==> config.mk <==
export PLATFORM = sky130hd
export DESIGN_NAME = gpcfg_top
export DESIGN_NICKNAME = d
export VERILOG_FILES = /design/src/hw/gpcfg_pkg.sv /design/src/hw/gpcfg_pad_if.sv /design/src/hw/gpcfg_pad_stage.sv /design/src/hw/gpcfg_top.sv
export VERILOG_INCLUDE_DIRS = /design/src /design/src/hw
export SDC_FILE = /design/constraint.sdc
export NUM_CORES = 1
export LEC_CHECK = 0
export ABC_AREA = 1
export BUFFER_PORTS_ARGS = -buffer_cell sky130_fd_sc_hd__buf_4
export CAP_MARGIN = 20
export CORE_MARGIN = 5
export CORE_UTILIZATION = 44
export DETAILED_ROUTE_END_ITERATION = 7
export GPL_TIMING_DRIVEN = 0
export MAX_ROUTING_LAYER = met4
export PLACE_DENSITY_LB_ADDON = 0.15
export SLEW_MARGIN = 20
export SYNTH_ARGS = -nofsm -noshare
export SYNTH_HDL_FRONTEND = slang
export SYNTH_SLANG_ARGS = --single-unit
export TNS_END_PERCENT = 100
==> constraint.sdc <==
create_clock -name pclk -period 1.8 [get_ports pclk]
set_clock_uncertainty 0.1 [all_clocks]
set_input_delay 0.09 -clock pclk [delete_from_list [all_inputs] [get_ports pclk]]
set_output_delay 0.09 -clock pclk [all_outputs]
set_load 0.03 [all_outputs]
==> src/hw/gpcfg_params.svh <==
// Offsets, field positions, reset values and timing counts for pad config
`ifndef GPCFG_PARAMS_SVH
`define GPCFG_PARAMS_SVH

`define GPCFG_OFS_TWO_MILLIAMP_DRIVE_BIT      12'h500
`define GPCFG_OFS_FOUR_MILLIAMP_DRIVE_BIT      12'h504
`define GPCFG_OFS_EIGHT_MILLIAMP_DRIVE_BIT      12'h508
`define GPCFG_OFS_ODR       12'h50C
`define GPCFG_OFS_PUR       12'h510
`define GPCFG_OFS_PDR       12'h514
`define GPCFG_OFS_SLR       12'h518
`define GPCFG_OFS_DEN       12'h51C
`define GPCFG_OFS_DIR       12'h400
`define GPCFG_OFS_AFSEL     12'h420

`define GPCFG_PIN_MSB       7
`define GPCFG_ADDR_MSB      11

`define GPCFG_RST_TWO_MILLIAMP_DRIVE_BIT      8'hFF
`define GPCFG_RST_FOUR_MILLIAMP_DRIVE_BIT      8'h00
`define GPCFG_RST_EIGHT_MILLIAMP_DRIVE_BIT      8'h00
`define GPCFG_RST_ODR       8'h00
`define GPCFG_RST_PUR       8'hFF
`define GPCFG_RST_PDR       8'h00
`define GPCFG_RST_SLR       8'h00
`define GPCFG_RST_DEN       8'hFF
`define GPCFG_RST_DIR       8'h00
`define GPCFG_RST_AFSEL     8'h00

`define GPCFG_PAD_LATENCY   2

`endif

==> src/hw/gpcfg_pkg.sv <==
// Types shared by the pad configuration block
package gpcfg_pkg;
    typedef logic [7:0] gpcfg_pins_t;
    typedef enum logic [1:0] {
        GPCFG_DRV_2MA,
        GPCFG_DRV_4MA,
        GPCFG_DRV_8MA,
        GPCFG_DRV_NONE
    } gpcfg_drive_t;
endpackage

==> src/hw/gpcfg_pad_if.sv <==
// Per-pin pad control bundle between the register file and the pad stage
`timescale 1ns/1ps
`default_nettype none
interface gpcfg_pad_if;
    logic [7:0] two_milliamp_drive_bit;
    logic [7:0] four_milliamp_drive_bit;
    logic [7:0] eight_milliamp_drive_bit;
    logic [7:0] odr;
    logic [7:0] pur;
    logic [7:0] pdr;
    logic [7:0] slr;
    logic [7:0] input_buffer_bit;
    logic [7:0] dir;
    logic [7:0] afsel;
    modport src (output two_milliamp_drive_bit, four_milliamp_drive_bit, eight_milliamp_drive_bit, odr, pur, pdr, slr, input_buffer_bit, dir, afsel);
    modport dst (input  two_milliamp_drive_bit, four_milliamp_drive_bit, eight_milliamp_drive_bit, odr, pur, pdr, slr, input_buffer_bit, dir, afsel);
endinterface
`default_nettype wire

==> src/hw/gpcfg_pad_stage.sv <==
// Pad stage: registers the pad controls and decodes per-pin pad settings
`timescale 1ns/1ps
`default_nettype none
module gpcfg_pad_stage (
    // Clock and reset
    input  wire logic              pclk,
    input  wire logic              presetn,
    // Register values
    gpcfg_pad_if.dst               cfg,
    // Pad controls
    output logic [7:0]             pad_two_milliamp_drive_bit,
    output logic [7:0]             pad_four_milliamp_drive_bit,
    output logic [7:0]             pad_eight_milliamp_drive_bit,
    output logic [7:0]             pad_open_drain,
    output logic [7:0]             pad_od_output,
    output logic [7:0]             pad_pull_up,
    output logic [7:0]             pad_pull_down,
    output logic [7:0]             pad_slew_limit,
    output logic [7:0]             pad_input_enable,
    output logic [7:0]             pad_periph_ctrl
);
    import gpcfg_pkg::*;

    genvar i;
    generate
        for (i = 0; i < 8; i = i + 1) begin : g_pin
            wire slew_nxt;
            wire odo_nxt;
            assign slew_nxt = cfg.slr[i] & cfg.eight_milliamp_drive_bit[i];
            assign odo_nxt  = cfg.odr[i] & cfg.dir[i];
            always_ff @(posedge pclk or negedge presetn) begin
                if (!presetn) begin
                    pad_two_milliamp_drive_bit[i]         <= 1'b1;
                    pad_four_milliamp_drive_bit[i]         <= 1'b0;
                    pad_eight_milliamp_drive_bit[i]         <= 1'b0;
                    pad_open_drain[i]   <= 1'b0;
                    pad_od_output[i]    <= 1'b0;
                    pad_pull_up[i]      <= 1'b1;
                    pad_pull_down[i]    <= 1'b0;
                    pad_slew_limit[i]   <= 1'b0;
                    pad_input_enable[i] <= 1'b1;
                    pad_periph_ctrl[i]  <= 1'b0;
                end else begin
                    // Second stage of the two-cycle pad update
                    pad_two_milliamp_drive_bit[i]         <= cfg.two_milliamp_drive_bit[i];
                    pad_four_milliamp_drive_bit[i]         <= cfg.four_milliamp_drive_bit[i];
                    pad_eight_milliamp_drive_bit[i]         <= cfg.eight_milliamp_drive_bit[i];
                    pad_open_drain[i]   <= cfg.odr[i];
                    pad_od_output[i]    <= odo_nxt;
                    pad_pull_up[i]      <= cfg.pur[i];
                    pad_pull_down[i]    <= cfg.pdr[i];
                    pad_slew_limit[i]   <= slew_nxt;
                    pad_input_enable[i] <= cfg.input_buffer_bit[i];
                    pad_periph_ctrl[i]  <= cfg.afsel[i];
                end
            end
        end
    endgenerate
endmodule
`default_nettype wire

==> src/hw/gpcfg_top.sv <==
// APB register file for per-pin pad configuration of one 8-bit port
`timescale 1ns/1ps
`default_nettype none
`include "gpcfg_params.svh"

// Operation
// - Writing 2 mA bit clears 4/8 mA
// - Writing 4 mA bit clears 2/8 mA
// - Writing 8 mA bit clears 2/4 mA
// - Drive and pull changes reach pads second cycle
// - Open-drain bit selects open-drain pad, resets 0
// - Open drain: direction picks input or output
// - Pull-up write clears pull-down, resets all ones
// - Pull-down write clears pull-up, resets zero
// - Input buffers enabled after reset
// - Alternate-function bit hands pin to peripheral
module gpcfg_top (
    // APB slave
    input  wire logic                  pclk,
    input  wire logic                  presetn,
    input  wire logic                  psel,
    input  wire logic                  penable,
    input  wire logic                  pwrite,
    input  wire logic [31:0]           paddr,
    input  wire logic [31:0]           pwdata,
    output logic [31:0]                prdata,
    output logic                       pready,
    output logic                       pslverr,
    // Pad controls
    output logic [7:0]                 pad_two_milliamp_drive_bit,
    output logic [7:0]                 pad_four_milliamp_drive_bit,
    output logic [7:0]                 pad_eight_milliamp_drive_bit,
    output logic [7:0]                 pad_open_drain,
    output logic [7:0]                 pad_od_output,
    output logic [7:0]                 pad_pull_up,
    output logic [7:0]                 pad_pull_down,
    output logic [7:0]                 pad_slew_limit,
    output logic [7:0]                 pad_input_enable,
    output logic [7:0]                 pad_periph_ctrl,
    // Drive summary for pin 0 only
    output gpcfg_pkg::gpcfg_drive_t    drive_sel_pin0
);
    import gpcfg_pkg::*;

    gpcfg_pins_t two_milliamp_drive_bit_r;
    gpcfg_pins_t four_milliamp_drive_bit_r;
    gpcfg_pins_t eight_milliamp_drive_bit_r;
    gpcfg_pins_t odr_r;
    gpcfg_pins_t pur_r;
    gpcfg_pins_t pdr_r;
    gpcfg_pins_t slr_r;
    gpcfg_pins_t den_r;
    gpcfg_pins_t dir_r;
    gpcfg_pins_t afsel_r;
    logic [31:0] prdata_r;

    gpcfg_pins_t two_milliamp_drive_bit_nxt;
    gpcfg_pins_t four_milliamp_drive_bit_nxt;
    gpcfg_pins_t eight_milliamp_drive_bit_nxt;
    gpcfg_pins_t pur_nxt;
    gpcfg_pins_t pdr_nxt;

    wire [11:0] ofs;
    wire        acc;
    wire        wr;
    wire        rd;
    wire        hit_two_milliamp_drive_bit;
    wire        hit_four_milliamp_drive_bit;
    wire        hit_eight_milliamp_drive_bit;
    wire        hit_odr;
    wire        hit_pur;
    wire        hit_pdr;
    wire        hit_slr;
    wire        hit_den;
    wire        hit_dir;
    wire        hit_afsel;
    wire        mapped;
    wire [7:0]  wbyte;
    wire [7:0]  set2;
    wire [7:0]  set4;
    wire [7:0]  set8;
    wire [7:0]  setpu;
    wire [7:0]  setpd;
    wire [7:0]  rsel;
    wire [31:0] prdata_nxt;

    wire        in_window;
    wire        aligned;
    wire        hit_any;
    wire        bad_acc;

    wire        we_two_milliamp_drive_bit;
    wire        we_four_milliamp_drive_bit;
    wire        we_eight_milliamp_drive_bit;
    wire        we_odr;
    wire        we_pur;
    wire        we_pdr;
    wire        we_slr;
    wire        we_den;
    wire        we_dir;
    wire        we_afsel;

    // Address decode
    assign ofs       = paddr[`GPCFG_ADDR_MSB:0];
    assign acc       = psel & penable;
    assign wr        = acc & pwrite;
    assign rd        = psel & ~penable & ~pwrite;
    assign hit_two_milliamp_drive_bit  = (ofs == `GPCFG_OFS_TWO_MILLIAMP_DRIVE_BIT);
    assign hit_four_milliamp_drive_bit  = (ofs == `GPCFG_OFS_FOUR_MILLIAMP_DRIVE_BIT);
    assign hit_eight_milliamp_drive_bit  = (ofs == `GPCFG_OFS_EIGHT_MILLIAMP_DRIVE_BIT);
    assign hit_odr   = (ofs == `GPCFG_OFS_ODR);
    assign hit_pur   = (ofs == `GPCFG_OFS_PUR);
    assign hit_pdr   = (ofs == `GPCFG_OFS_PDR);
    assign hit_slr   = (ofs == `GPCFG_OFS_SLR);
    assign hit_den   = (ofs == `GPCFG_OFS_DEN);
    assign hit_dir   = (ofs == `GPCFG_OFS_DIR);
    assign hit_afsel = (ofs == `GPCFG_OFS_AFSEL);

    // Address window, alignment and register hit
    assign in_window = (paddr[31:12] == 20'h00000);
    assign aligned   = (paddr[1:0] == 2'b00);
    assign hit_any   = hit_two_milliamp_drive_bit | hit_four_milliamp_drive_bit | hit_eight_milliamp_drive_bit | hit_odr | hit_pur |
                       hit_pdr | hit_slr | hit_den | hit_dir | hit_afsel;
    assign mapped    = in_window & aligned & hit_any;
    assign wbyte     = pwdata[`GPCFG_PIN_MSB:0];

    // Write enables per register
    assign we_two_milliamp_drive_bit   = wr & mapped & hit_two_milliamp_drive_bit;
    assign we_four_milliamp_drive_bit   = wr & mapped & hit_four_milliamp_drive_bit;
    assign we_eight_milliamp_drive_bit   = wr & mapped & hit_eight_milliamp_drive_bit;
    assign we_odr    = wr & mapped & hit_odr;
    assign we_pur    = wr & mapped & hit_pur;
    assign we_pdr    = wr & mapped & hit_pdr;
    assign we_slr    = wr & mapped & hit_slr;
    assign we_den    = wr & mapped & hit_den;
    assign we_dir    = wr & mapped & hit_dir;
    assign we_afsel  = wr & mapped & hit_afsel;

    // Ones written to each drive and pull register
    assign set2  = we_two_milliamp_drive_bit ? wbyte : 8'h00;
    assign set4  = we_four_milliamp_drive_bit ? wbyte : 8'h00;
    assign set8  = we_eight_milliamp_drive_bit ? wbyte : 8'h00;
    assign setpu = we_pur  ? wbyte : 8'h00;
    assign setpd = we_pdr  ? wbyte : 8'h00;

    // Drive select with companion clearing of the other two strengths
    always_comb begin
        two_milliamp_drive_bit_nxt = two_milliamp_drive_bit_r;
        four_milliamp_drive_bit_nxt = four_milliamp_drive_bit_r;
        eight_milliamp_drive_bit_nxt = eight_milliamp_drive_bit_r;
        if (wr && mapped && hit_two_milliamp_drive_bit) begin
            two_milliamp_drive_bit_nxt = wbyte;
            four_milliamp_drive_bit_nxt = four_milliamp_drive_bit_r & ~set2;
            eight_milliamp_drive_bit_nxt = eight_milliamp_drive_bit_r & ~set2;
        end
        if (wr && mapped && hit_four_milliamp_drive_bit) begin
            four_milliamp_drive_bit_nxt = wbyte;
            two_milliamp_drive_bit_nxt = two_milliamp_drive_bit_r & ~set4;
            eight_milliamp_drive_bit_nxt = eight_milliamp_drive_bit_r & ~set4;
        end
        if (wr && mapped && hit_eight_milliamp_drive_bit) begin
            eight_milliamp_drive_bit_nxt = wbyte;
            two_milliamp_drive_bit_nxt = two_milliamp_drive_bit_r & ~set8;
            four_milliamp_drive_bit_nxt = four_milliamp_drive_bit_r & ~set8;
        end
    end

    // Pull select, mutually exclusive per pin
    always_comb begin
        pur_nxt = pur_r;
        pdr_nxt = pdr_r;
        if (wr && mapped && hit_pur) begin
            pur_nxt = wbyte;
            pdr_nxt = pdr_r & ~setpu;
        end
        if (wr && mapped && hit_pdr) begin
            pdr_nxt = wbyte;
            pur_nxt = pur_r & ~setpd;
        end
    end

    // Two mA drive select; first stage of the pad update
    always_ff @(posedge pclk or negedge presetn) begin
        if (!presetn) begin
            two_milliamp_drive_bit_r <= `GPCFG_RST_TWO_MILLIAMP_DRIVE_BIT;
        end else begin
            two_milliamp_drive_bit_r <= two_milliamp_drive_bit_nxt;
        end
    end

    // Four mA drive select
    always_ff @(posedge pclk or negedge presetn) begin
        if (!presetn) begin
            four_milliamp_drive_bit_r <= `GPCFG_RST_FOUR_MILLIAMP_DRIVE_BIT;
        end else begin
            four_milliamp_drive_bit_r <= four_milliamp_drive_bit_nxt;
        end
    end

    // Eight mA drive select
    always_ff @(posedge pclk or negedge presetn) begin
        if (!presetn) begin
            eight_milliamp_drive_bit_r <= `GPCFG_RST_EIGHT_MILLIAMP_DRIVE_BIT;
        end else begin
            eight_milliamp_drive_bit_r <= eight_milliamp_drive_bit_nxt;
        end
    end

    // Pull-up select
    always_ff @(posedge pclk or negedge presetn) begin
        if (!presetn) begin
            pur_r <= `GPCFG_RST_PUR;
        end else begin
            pur_r <= pur_nxt;
        end
    end

    // Pull-down select
    always_ff @(posedge pclk or negedge presetn) begin
        if (!presetn) begin
            pdr_r <= `GPCFG_RST_PDR;
        end else begin
            pdr_r <= pdr_nxt;
        end
    end

    // Open-drain select
    always_ff @(posedge pclk or negedge presetn) begin
        if (!presetn) begin
            odr_r <= `GPCFG_RST_ODR;
        end else if (we_odr) begin
            odr_r <= wbyte;
        end
    end

    // Slew limit select
    always_ff @(posedge pclk or negedge presetn) begin
        if (!presetn) begin
            slr_r <= `GPCFG_RST_SLR;
        end else if (we_slr) begin
            slr_r <= wbyte;
        end
    end

    // Digital input enable
    always_ff @(posedge pclk or negedge presetn) begin
        if (!presetn) begin
            den_r <= `GPCFG_RST_DEN;
        end else if (we_den) begin
            den_r <= wbyte;
        end
    end

    // Pin direction, feeds the open-drain output decode
    always_ff @(posedge pclk or negedge presetn) begin
        if (!presetn) begin
            dir_r <= `GPCFG_RST_DIR;
        end else if (we_dir) begin
            dir_r <= wbyte;
        end
    end

    // Alternate function select
    always_ff @(posedge pclk or negedge presetn) begin
        if (!presetn) begin
            afsel_r <= `GPCFG_RST_AFSEL;
        end else if (we_afsel) begin
            afsel_r <= wbyte;
        end
    end

    // Read mux
    assign rsel = hit_two_milliamp_drive_bit  ? two_milliamp_drive_bit_r  :
                  hit_four_milliamp_drive_bit  ? four_milliamp_drive_bit_r  :
                  hit_eight_milliamp_drive_bit  ? eight_milliamp_drive_bit_r  :
                  hit_odr   ? odr_r   :
                  hit_pur   ? pur_r   :
                  hit_pdr   ? pdr_r   :
                  hit_slr   ? slr_r   :
                  hit_den   ? den_r   :
                  hit_dir   ? dir_r   :
                  hit_afsel ? afsel_r : 8'h00;

    assign prdata_nxt = mapped ? {24'h000000, rsel} : 32'h00000000;

    // Read data registered in the setup cycle, held through access
    always_ff @(posedge pclk or negedge presetn) begin
        if (!presetn) begin
            prdata_r <= 32'h00000000;
        end else if (rd) begin
            prdata_r <= prdata_nxt;
        end
    end

    // Zero wait states; error only in the access phase
    assign bad_acc = acc & ~mapped;
    assign prdata  = prdata_r;
    assign pready  = 1'b1;
    assign pslverr = bad_acc;

    // Per-pin drive summary for pin 0
    assign drive_sel_pin0 = eight_milliamp_drive_bit_r[0] ? GPCFG_DRV_8MA :
                            four_milliamp_drive_bit_r[0] ? GPCFG_DRV_4MA :
                            two_milliamp_drive_bit_r[0] ? GPCFG_DRV_2MA : GPCFG_DRV_NONE;

    // Register values handed to the pad stage
    gpcfg_pad_if cfg_bus ();
    assign cfg_bus.two_milliamp_drive_bit  = two_milliamp_drive_bit_r;
    assign cfg_bus.four_milliamp_drive_bit  = four_milliamp_drive_bit_r;
    assign cfg_bus.eight_milliamp_drive_bit  = eight_milliamp_drive_bit_r;
    assign cfg_bus.odr   = odr_r;
    assign cfg_bus.pur   = pur_r;
    assign cfg_bus.pdr   = pdr_r;
    assign cfg_bus.slr   = slr_r;
    assign cfg_bus.input_buffer_bit   = den_r;
    assign cfg_bus.dir   = dir_r;
    assign cfg_bus.afsel = afsel_r;

    // Second stage of the pad update
    gpcfg_pad_stage gpcfg_pad_stage_i (
        .pclk             (pclk),
        .presetn          (presetn),
        .cfg              (cfg_bus),
        .pad_two_milliamp_drive_bit         (pad_two_milliamp_drive_bit),
        .pad_four_milliamp_drive_bit         (pad_four_milliamp_drive_bit),
        .pad_eight_milliamp_drive_bit         (pad_eight_milliamp_drive_bit),
        .pad_open_drain   (pad_open_drain),
        .pad_od_output    (pad_od_output),
        .pad_pull_up      (pad_pull_up),
        .pad_pull_down    (pad_pull_down),
        .pad_slew_limit   (pad_slew_limit),
        .pad_input_enable (pad_input_enable),
        .pad_periph_ctrl  (pad_periph_ctrl)
    );
endmodule
`default_nettype wire

==> results of run 1 <==
==> report_power, final <==
group	switching, W	internal (W)
Clock	0.00160	0.00194
Sequential	0.00000000000000530	0.00378
Combinational	0.000268	0.000139
==> how the worst max path moves through the flow <==
| stage | endpoint | cells after the start |
|---|---|---|
| after floorplan | pslverr | 12 |
| after global placement | cfg_bus.four_milliamp_drive_bit[4] | 16 |
| after detailed placement | cfg_bus.four_milliamp_drive_bit[7] | 16 |
| after CTS | pslverr | 13 |
| after global routing | cfg_bus.pdr[3] | 9 |
| final | pslverr | 11 |
==> cells in the final DEF, fill, tap and decap left out, types with 13 or more instances in the layout <==
| cell type | n |
|---|---|
| buf_4 | 167 |
| clkbuf_1 | 13 |
| clkbuf_16 | 17 |
| conb_1 | 25 |
| dfrtp_1 | 120 |
| dfstp_2 | 48 |
| inv_1 | 68 |
| nand2_1 | 253 |
| nand3_1 | 34 |
| nand4_1 | 19 |
| nor2_1 | 82 |
| o21ai_0 | 27 |
| o21ai_1 | 47 |
==> repair_timing <==
action	CTS	global route
hold buffers	9	0
pin swaps	0	1
hold endpoints to repair	97	0
setup endpoints to repair	11	58
resized for setup	3	18
buffers inserted	0	7
==> state kept, by name, summed over array words and instances, names as in the netlist <==
register                                        cells
gpcfg_pad_stage_i.pad_pull_up                       8
cfg_bus.pdr                                         8
gpcfg_pad_stage_i.pad_od_output                     8
gpcfg_pad_stage_i.pad_two_milliamp_drive_bit        8
cfg_bus.input_buffer_bit                            8
cfg_bus.dir                                         8
cfg_bus.four_milliamp_drive_bit                     8
cfg_bus.odr                                         8
gpcfg_pad_stage_i.pad_slew_limit                    8
cfg_bus.slr                                         8
cfg_bus.eight_milliamp_drive_bit                    8
afsel_r                                             8
prdata                                              8
gpcfg_pad_stage_i.pad_periph_ctrl                   8
gpcfg_pad_stage_i.pad_four_milliamp_drive_bit       8
gpcfg_pad_stage_i.pad_eight_milliamp_drive_bit      8
cfg_bus.two_milliamp_drive_bit                      8
gpcfg_pad_stage_i.pad_pull_down                     8
gpcfg_pad_stage_i.pad_open_drain                    8
gpcfg_pad_stage_i.pad_input_enable                  8
cfg_bus.pur                                         8
==> cells by family (layout without fill, tap and decap cells) <==
logic type             Yosys count  after routing  synth area share
buffers and inverters          132            313            0.0894
DFF                            168            168             0.577
and+or+nand+nor                433            433             0.261
other                            2             25           0.00102
AOI/OAI and AO/OA               97             97            0.0716
==> final cells by class <==
| class | instances | share of cell area |
|---|---|---|
| inverters | 80 | 0.0333 |
| repair buffers | 152 | 0.124 |
| clock buffers | 18 | 0.0448 |
| flip-flops and latches | 168 | 0.446 |
| clock inverters | 14 | 0.0145 |
| well taps | 220 | 0.0288 |
| plain buffers | 49 | 0.0362 |
| multi-input cells | 555 | 0.272 |
==> metal layers <==
metal  wire [um]  up-vias
li1            -     2969
met5           0        -
met2        9600      204
met1        9100     2764
met3        1330       26
met4         327        0
==> stage by stage <==
stage               instance area [um2]  total power, W  instances  setup WS, ps  utilization
finish                             9570         0.00773       1256           122        0.579
detailed placement                 8800         0.00424       1211          -507        0.532
CTS                                9470         0.00777       1251          1.94        0.573
global placement                   8760         0.00423       1210          -469        0.530
global route                       9570         0.00798       1256          2.28        0.579
floorplan                          7470         0.00403        855          77.7            -
==> critical path: cells and delay by family <==
kind	cells	cell delay [ps]
and+or+nand+nor	8	1020
buffers and inverters	2	270
AOI/OAI and AO/OA	1	100
==> impl_metrics.yaml, run 1 <==
status:
  status: "completed"
routing:
  vias_per_cell: 4.75
  drc: 0
  wirelength_mm: 20.4
  vias: 5963
  first_pass_iters: 4
  dr.first_iter.drc_count: 493
  wl_per_cell_um: 16.2
  drtAntennaViolNets: 0
floorplan:
  die_h_um: 140
  rows: 47
  start_util: 0.447
  die_width_um: 140
  core_area_mm2: 0.0165
  ioPinCount: 185
  dieArea_mm2: 0.0195
global_route:
  grt_pass1_vias: 5857
  grt_max_degree: 104
  antenna_found_initial: 0
  grt_use_total: 0.218
  overflow: 0
  use_met1: 0.297
  grt_pass1_wl_mm: 32.1
  grt_util_met3: 0.0456
  top_usage_layer: "met2"
  grtUsageMet2: 0.335
setup_path:
  cpMaxStageDelayCell: "and2_4"
  path_class: "primary input to primary output"
  crit_required_ps: 1610
  cp_cell_sequence: "buf_4 -> nor2_2 -> nand2_1 -> nor2_2 -> o21ai_0 -> nand3_1 -> nor2_2 -> nand3_4 -> and2_4 -> nor2_1 -> buf_4"
  crit_arrival_ps: 1490
  worst_path_most_repeated_cell: "nor2_2"
  crit_path_start_kind: "primary input"
  crit_path_max_incr_delay_ps: 210
  r2r_end: "prdata[6]"
  worst_r2r_path_depth: 10
  end_kind: "primary output"
  r2r-start: "cfg_bus.input_buffer_bit[6]"
  reg2reg_slack_ps: 310
  cp_max_fo: 5
  startpoint: "paddr[7]"
clocking:
  clk_path_buf_depth: 2
  cts_tree: "built"
  numCtsBuffers: 17
  cts_max_level: 4
  path_clk_slew_ps: 70
  cts_root_buf: "clkbuf_16"
  cts.sinks: 168
  clock_latency_ps: 440
yosys:
  ys_top_cells_by_area: "dfrtp_1, dfstp_2, nand2_1"
  async_reset_ff_frac: 1.00
  synth_seq_cells: 168
  yosysMostFrequentCell: "nand2_1"
  yosys.area.top_type: "dfrtp_1"
  syn_avg_cell_area_um2: 8.88
  synth_cells: 832
  synthFlopType: "dfrtp_1"
  synth.top_cell.area_share: 0.407
  ys_warn_count: 0
  syn_area_mm2: 0.00739
  seq_area_frac_synth: 0.577
  ys_top_cells_by_count: "nand2_1, dfrtp_1, nor2_1"
  yosysUniqueCellTypes: 36
  synth_edf_count: 0
power:
  peakVddDrop_v: 0.000719
  leakagePower_nw: 5.08
  p_per_area_mw_per_mm2: 808
finish:
  nets: 1092
  antennaDiodeCount: 0
  synthToLayoutAreaGrowth_pct: 29.5
  multiInputGateArea_mm2: 0.00261
  seqCellArea_mm2: 0.00426
  drive_gt1_frac: 0.294
  fillers: 1490
min_path:
  min_from: "pwrite"
  worstHoldPathType: "primary input to flip-flop"
  whs_endpoint: "prdata[6]"
  min_path_cells: 5
sta:
  period_share: 0.932
  tightest_slew_ps: 889
  fin_crit_ps: 1680
  setup_violations: 0
  rsz0062_at_grt: "no"
  slew_viol_final: 0
  max_freq_ghz: 0.596
  finalHoldViolations: 0
  maxSlewHeadroom: 0.407
  fin_hold_ws_ps: 58.5
  fin_setup_tns_ps: 0
placement:
  port-buffer-count: 135
  dpl.hpwl_mm: 14.9
  place_congestion: 0.870
run:
  max-cap-violations: 0
Note: power is estimated with default switching activity, not from simulation.
==> run 2: changes to the inputs <==
--- a/config.mk
+++ b/config.mk
@@ -11,8 +11,10 @@
 export CAP_MARGIN = 20
 export CORE_MARGIN = 5
 export CORE_UTILIZATION = 44
+export CTS_BUF_LIST = sky130_fd_sc_hd__clkbuf_8
 export DETAILED_ROUTE_END_ITERATION = 7
 export GPL_TIMING_DRIVEN = 0
+export HOLD_SLACK_MARGIN = 0.02
 export MAX_ROUTING_LAYER = met4
 export PLACE_DENSITY_LB_ADDON = 0.15
 export SLEW_MARGIN = 20
==> run 2 against run 1 <==
  * Critical path depth up 2
  * Cell count grew 0.24%
  * Count of clock-buffer cells in the layout fell by 1
  * Fmax up 0.72%
  * Sequential power is essentially flat
  * Cell area decreased by 1.9%
  * Non-clock buffer count up 3
  * Sequential share of layout area grew 0.87 points
  * Clock power shrank 26%
==> impl_metrics.yaml, run 2 (synthesis results as in run 1) <==
clocking:
  cts_root_buf: "clkbuf_8"
  cts.sinks: 168
  clock_latency_ps: 460
  cts_max_level: 4
  clk_path_buf_depth: 2
  numCtsBuffers: 17
  path_clk_slew_ps: 90
  cts_tree: "built"
routing:
  drc: 0
  dr.first_iter.drc_count: 465
  drtAntennaViolNets: 0
  wirelength_mm: 20.3
  vias: 5951
  vias_per_cell: 4.73
  first_pass_iters: 8
  wl_per_cell_um: 16.2
floorplan:
  ioPinCount: 185
  rows: 47
  start_util: 0.447
  core_area_mm2: 0.0165
  die_h_um: 140
  die_width_um: 140
  dieArea_mm2: 0.0195
global_route:
  grt_pass1_wl_mm: 31.9
  grtUsageMet2: 0.332
  grt_util_met3: 0.0432
  use_met1: 0.296
  top_usage_layer: "met2"
  grt_pass1_vias: 5817
  grt_use_total: 0.217
  grt_max_degree: 104
  overflow: 0
  antenna_found_initial: 0
sta:
  fin_ws_ps: 134
  setup_violations: 0
  fin_crit_ps: 1670
  rsz0062_at_grt: "no"
  slew_viol_final: 0
  tightest_slew_ps: 883
  period_share: 0.926
  finalHoldViolations: 0
  maxSlewHeadroom: 0.411
  max_freq_ghz: 0.600
power:
  netSwitchingFraction: 0.258
  p_switching_w: 0.00175
  seqPwrFrac: 0.556
  p_per_area_mw_per_mm2: 724
  clkPwrFrac: 0.384
  intPower_w: 0.00504
  leakagePower_nw: 5.02
  combPwrFrac: 0.060
  peakVddDrop_v: 0.000508
setup_path:
  cpMaxStageDelayCell: "and2_4"
  crit_path_max_incr_delay_ps: 210
  crit_buf_inv: 5
  cp_max_fo: 10
  worst_path_most_repeated_cell: "nand2_2"
  crit_arrival_ps: 1480
  crit_path_start_kind: "primary input"
  cp_cell_sequence: "buf_4 -> inv_1 -> nand2_2 -> nor2_4 -> nand2_2 -> inv_2 -> nand2_2 -> nor2_4 -> inv_4 -> nand3_4 -> and2_4 -> nor2_1 -> buf_4"
  crit_family: "simple AND/OR/NAND/NOR gates"
  crit_required_ps: 1610
  end_kind: "primary output"
  path_class: "primary input to primary output"
finish:
  antennaDiodeCount: 0
  final_util: 0.568
  finalNonFillerCells: 1259
  synthToLayoutAreaGrowth_pct: 27.1
  drive_gt1_frac: 0.293
  layout_commonest_cell: "nand2_1"
  layout_common_cells: "nand2_1, buf_4, dfrtp_1, nor2_1, inv_1"
  nets: 1095
placement:
  placed_cells: 1211
  port-buffer-count: 135
  place_ws_ps: -507
  dpl.hpwl_mm: 14.9
  place_congestion: 0.870
run:
  max-cap-violations: 0
status:
  status: "completed"
min_path:
  worstHoldPathType: "primary input to asynchronous set/reset pin"
==> run 2: changes by cell type in the layout (fill, tap and decap cells not counted), sizes merged <==
cell / delta
inv: +1
dlygate4sd3: +2
==> run 2: routing by layer <==
metal / up-vias / wire length (um)
met1: 2760 / 9180
met3: 26 / 1300
li1: 2960 / -
met2: 205 / 9480
met5: - / 0
met4: 0 / 372
==> run 2: area by class of cell <==
cell class              instances  area [um2]
well taps                     220         275
repair buffers                154        1210
plain buffers                  50         345
flip-flops and latches        168        4260
multi-input cells             555        2600
inverters                      80         317
clock buffers                  17         234
clock inverters                15         143
fillers                      1511        7140
==> run 2: stage by stage <==
step | area, um2 | total power, W | TNS, ps | hold WS (ps)
after floorplan | 7470 | 0.00403 | 0 | -306
after global placement | 8760 | 0.00423 | -62640 | 230
after detailed placement | 8800 | 0.00424 | -24440 | -23.7
after CTS | 9290 | 0.00685 | 0 | 71.5
after global routing | 9390 | 0.00704 | 0 | 102
final | 9390 | 0.00680 | 0 | 58.2
==> run 2: final timing paths <==
kind / startpoint / endpoint / slack [ps] / cells past startpoint
worst max register to register: cfg_bus.input_buffer_bit[6] / prdata[6] / 340 / 10
max in group asynchronous: presetn / cfg_bus.two_milliamp_drive_bit[0] / 690 / 3
worst max-delay path: paddr[9] / pslverr / 130 / 13
worst min-delay path: presetn / gpcfg_pad_stage_i.pad_periph_ctrl[4] / 60 / 2
min in group pclk: penable / prdata[0] / 90 / 6
worst min register to register: cfg_bus.two_milliamp_drive_bit[6] / gpcfg_pad_stage_i.pad_two_milliamp_drive_bit[6] / 280 / 0
==> run 2: timing repair <==
| action | CTS | global route |
|---|---|---|
| endpoints found under the hold margin | 177 | 0 |
| hold buffers | 11 | 0 |
| cloned | 0 | 0 |
| buffers inserted | 0 | 7 |
| pin swaps | 0 | 1 |
| gates resized for setup | 1 | 14 |
| endpoints found under the setup margin | 5 | 47 |
==> run 2: power by group through the flow <==
stage,clock (W),combinational (W),sequential (W)
2_1_floorplan,0,0.000180,0.00385
4_1_cts,0.00266,0.000412,0.00378
6_report,0.00261,0.000411,0.00378
5_1_grt,0.00281,0.000453,0.00378
3_5_place_dp,0,0.000393,0.00385
3_3_place_gp,0,0.000380,0.00385
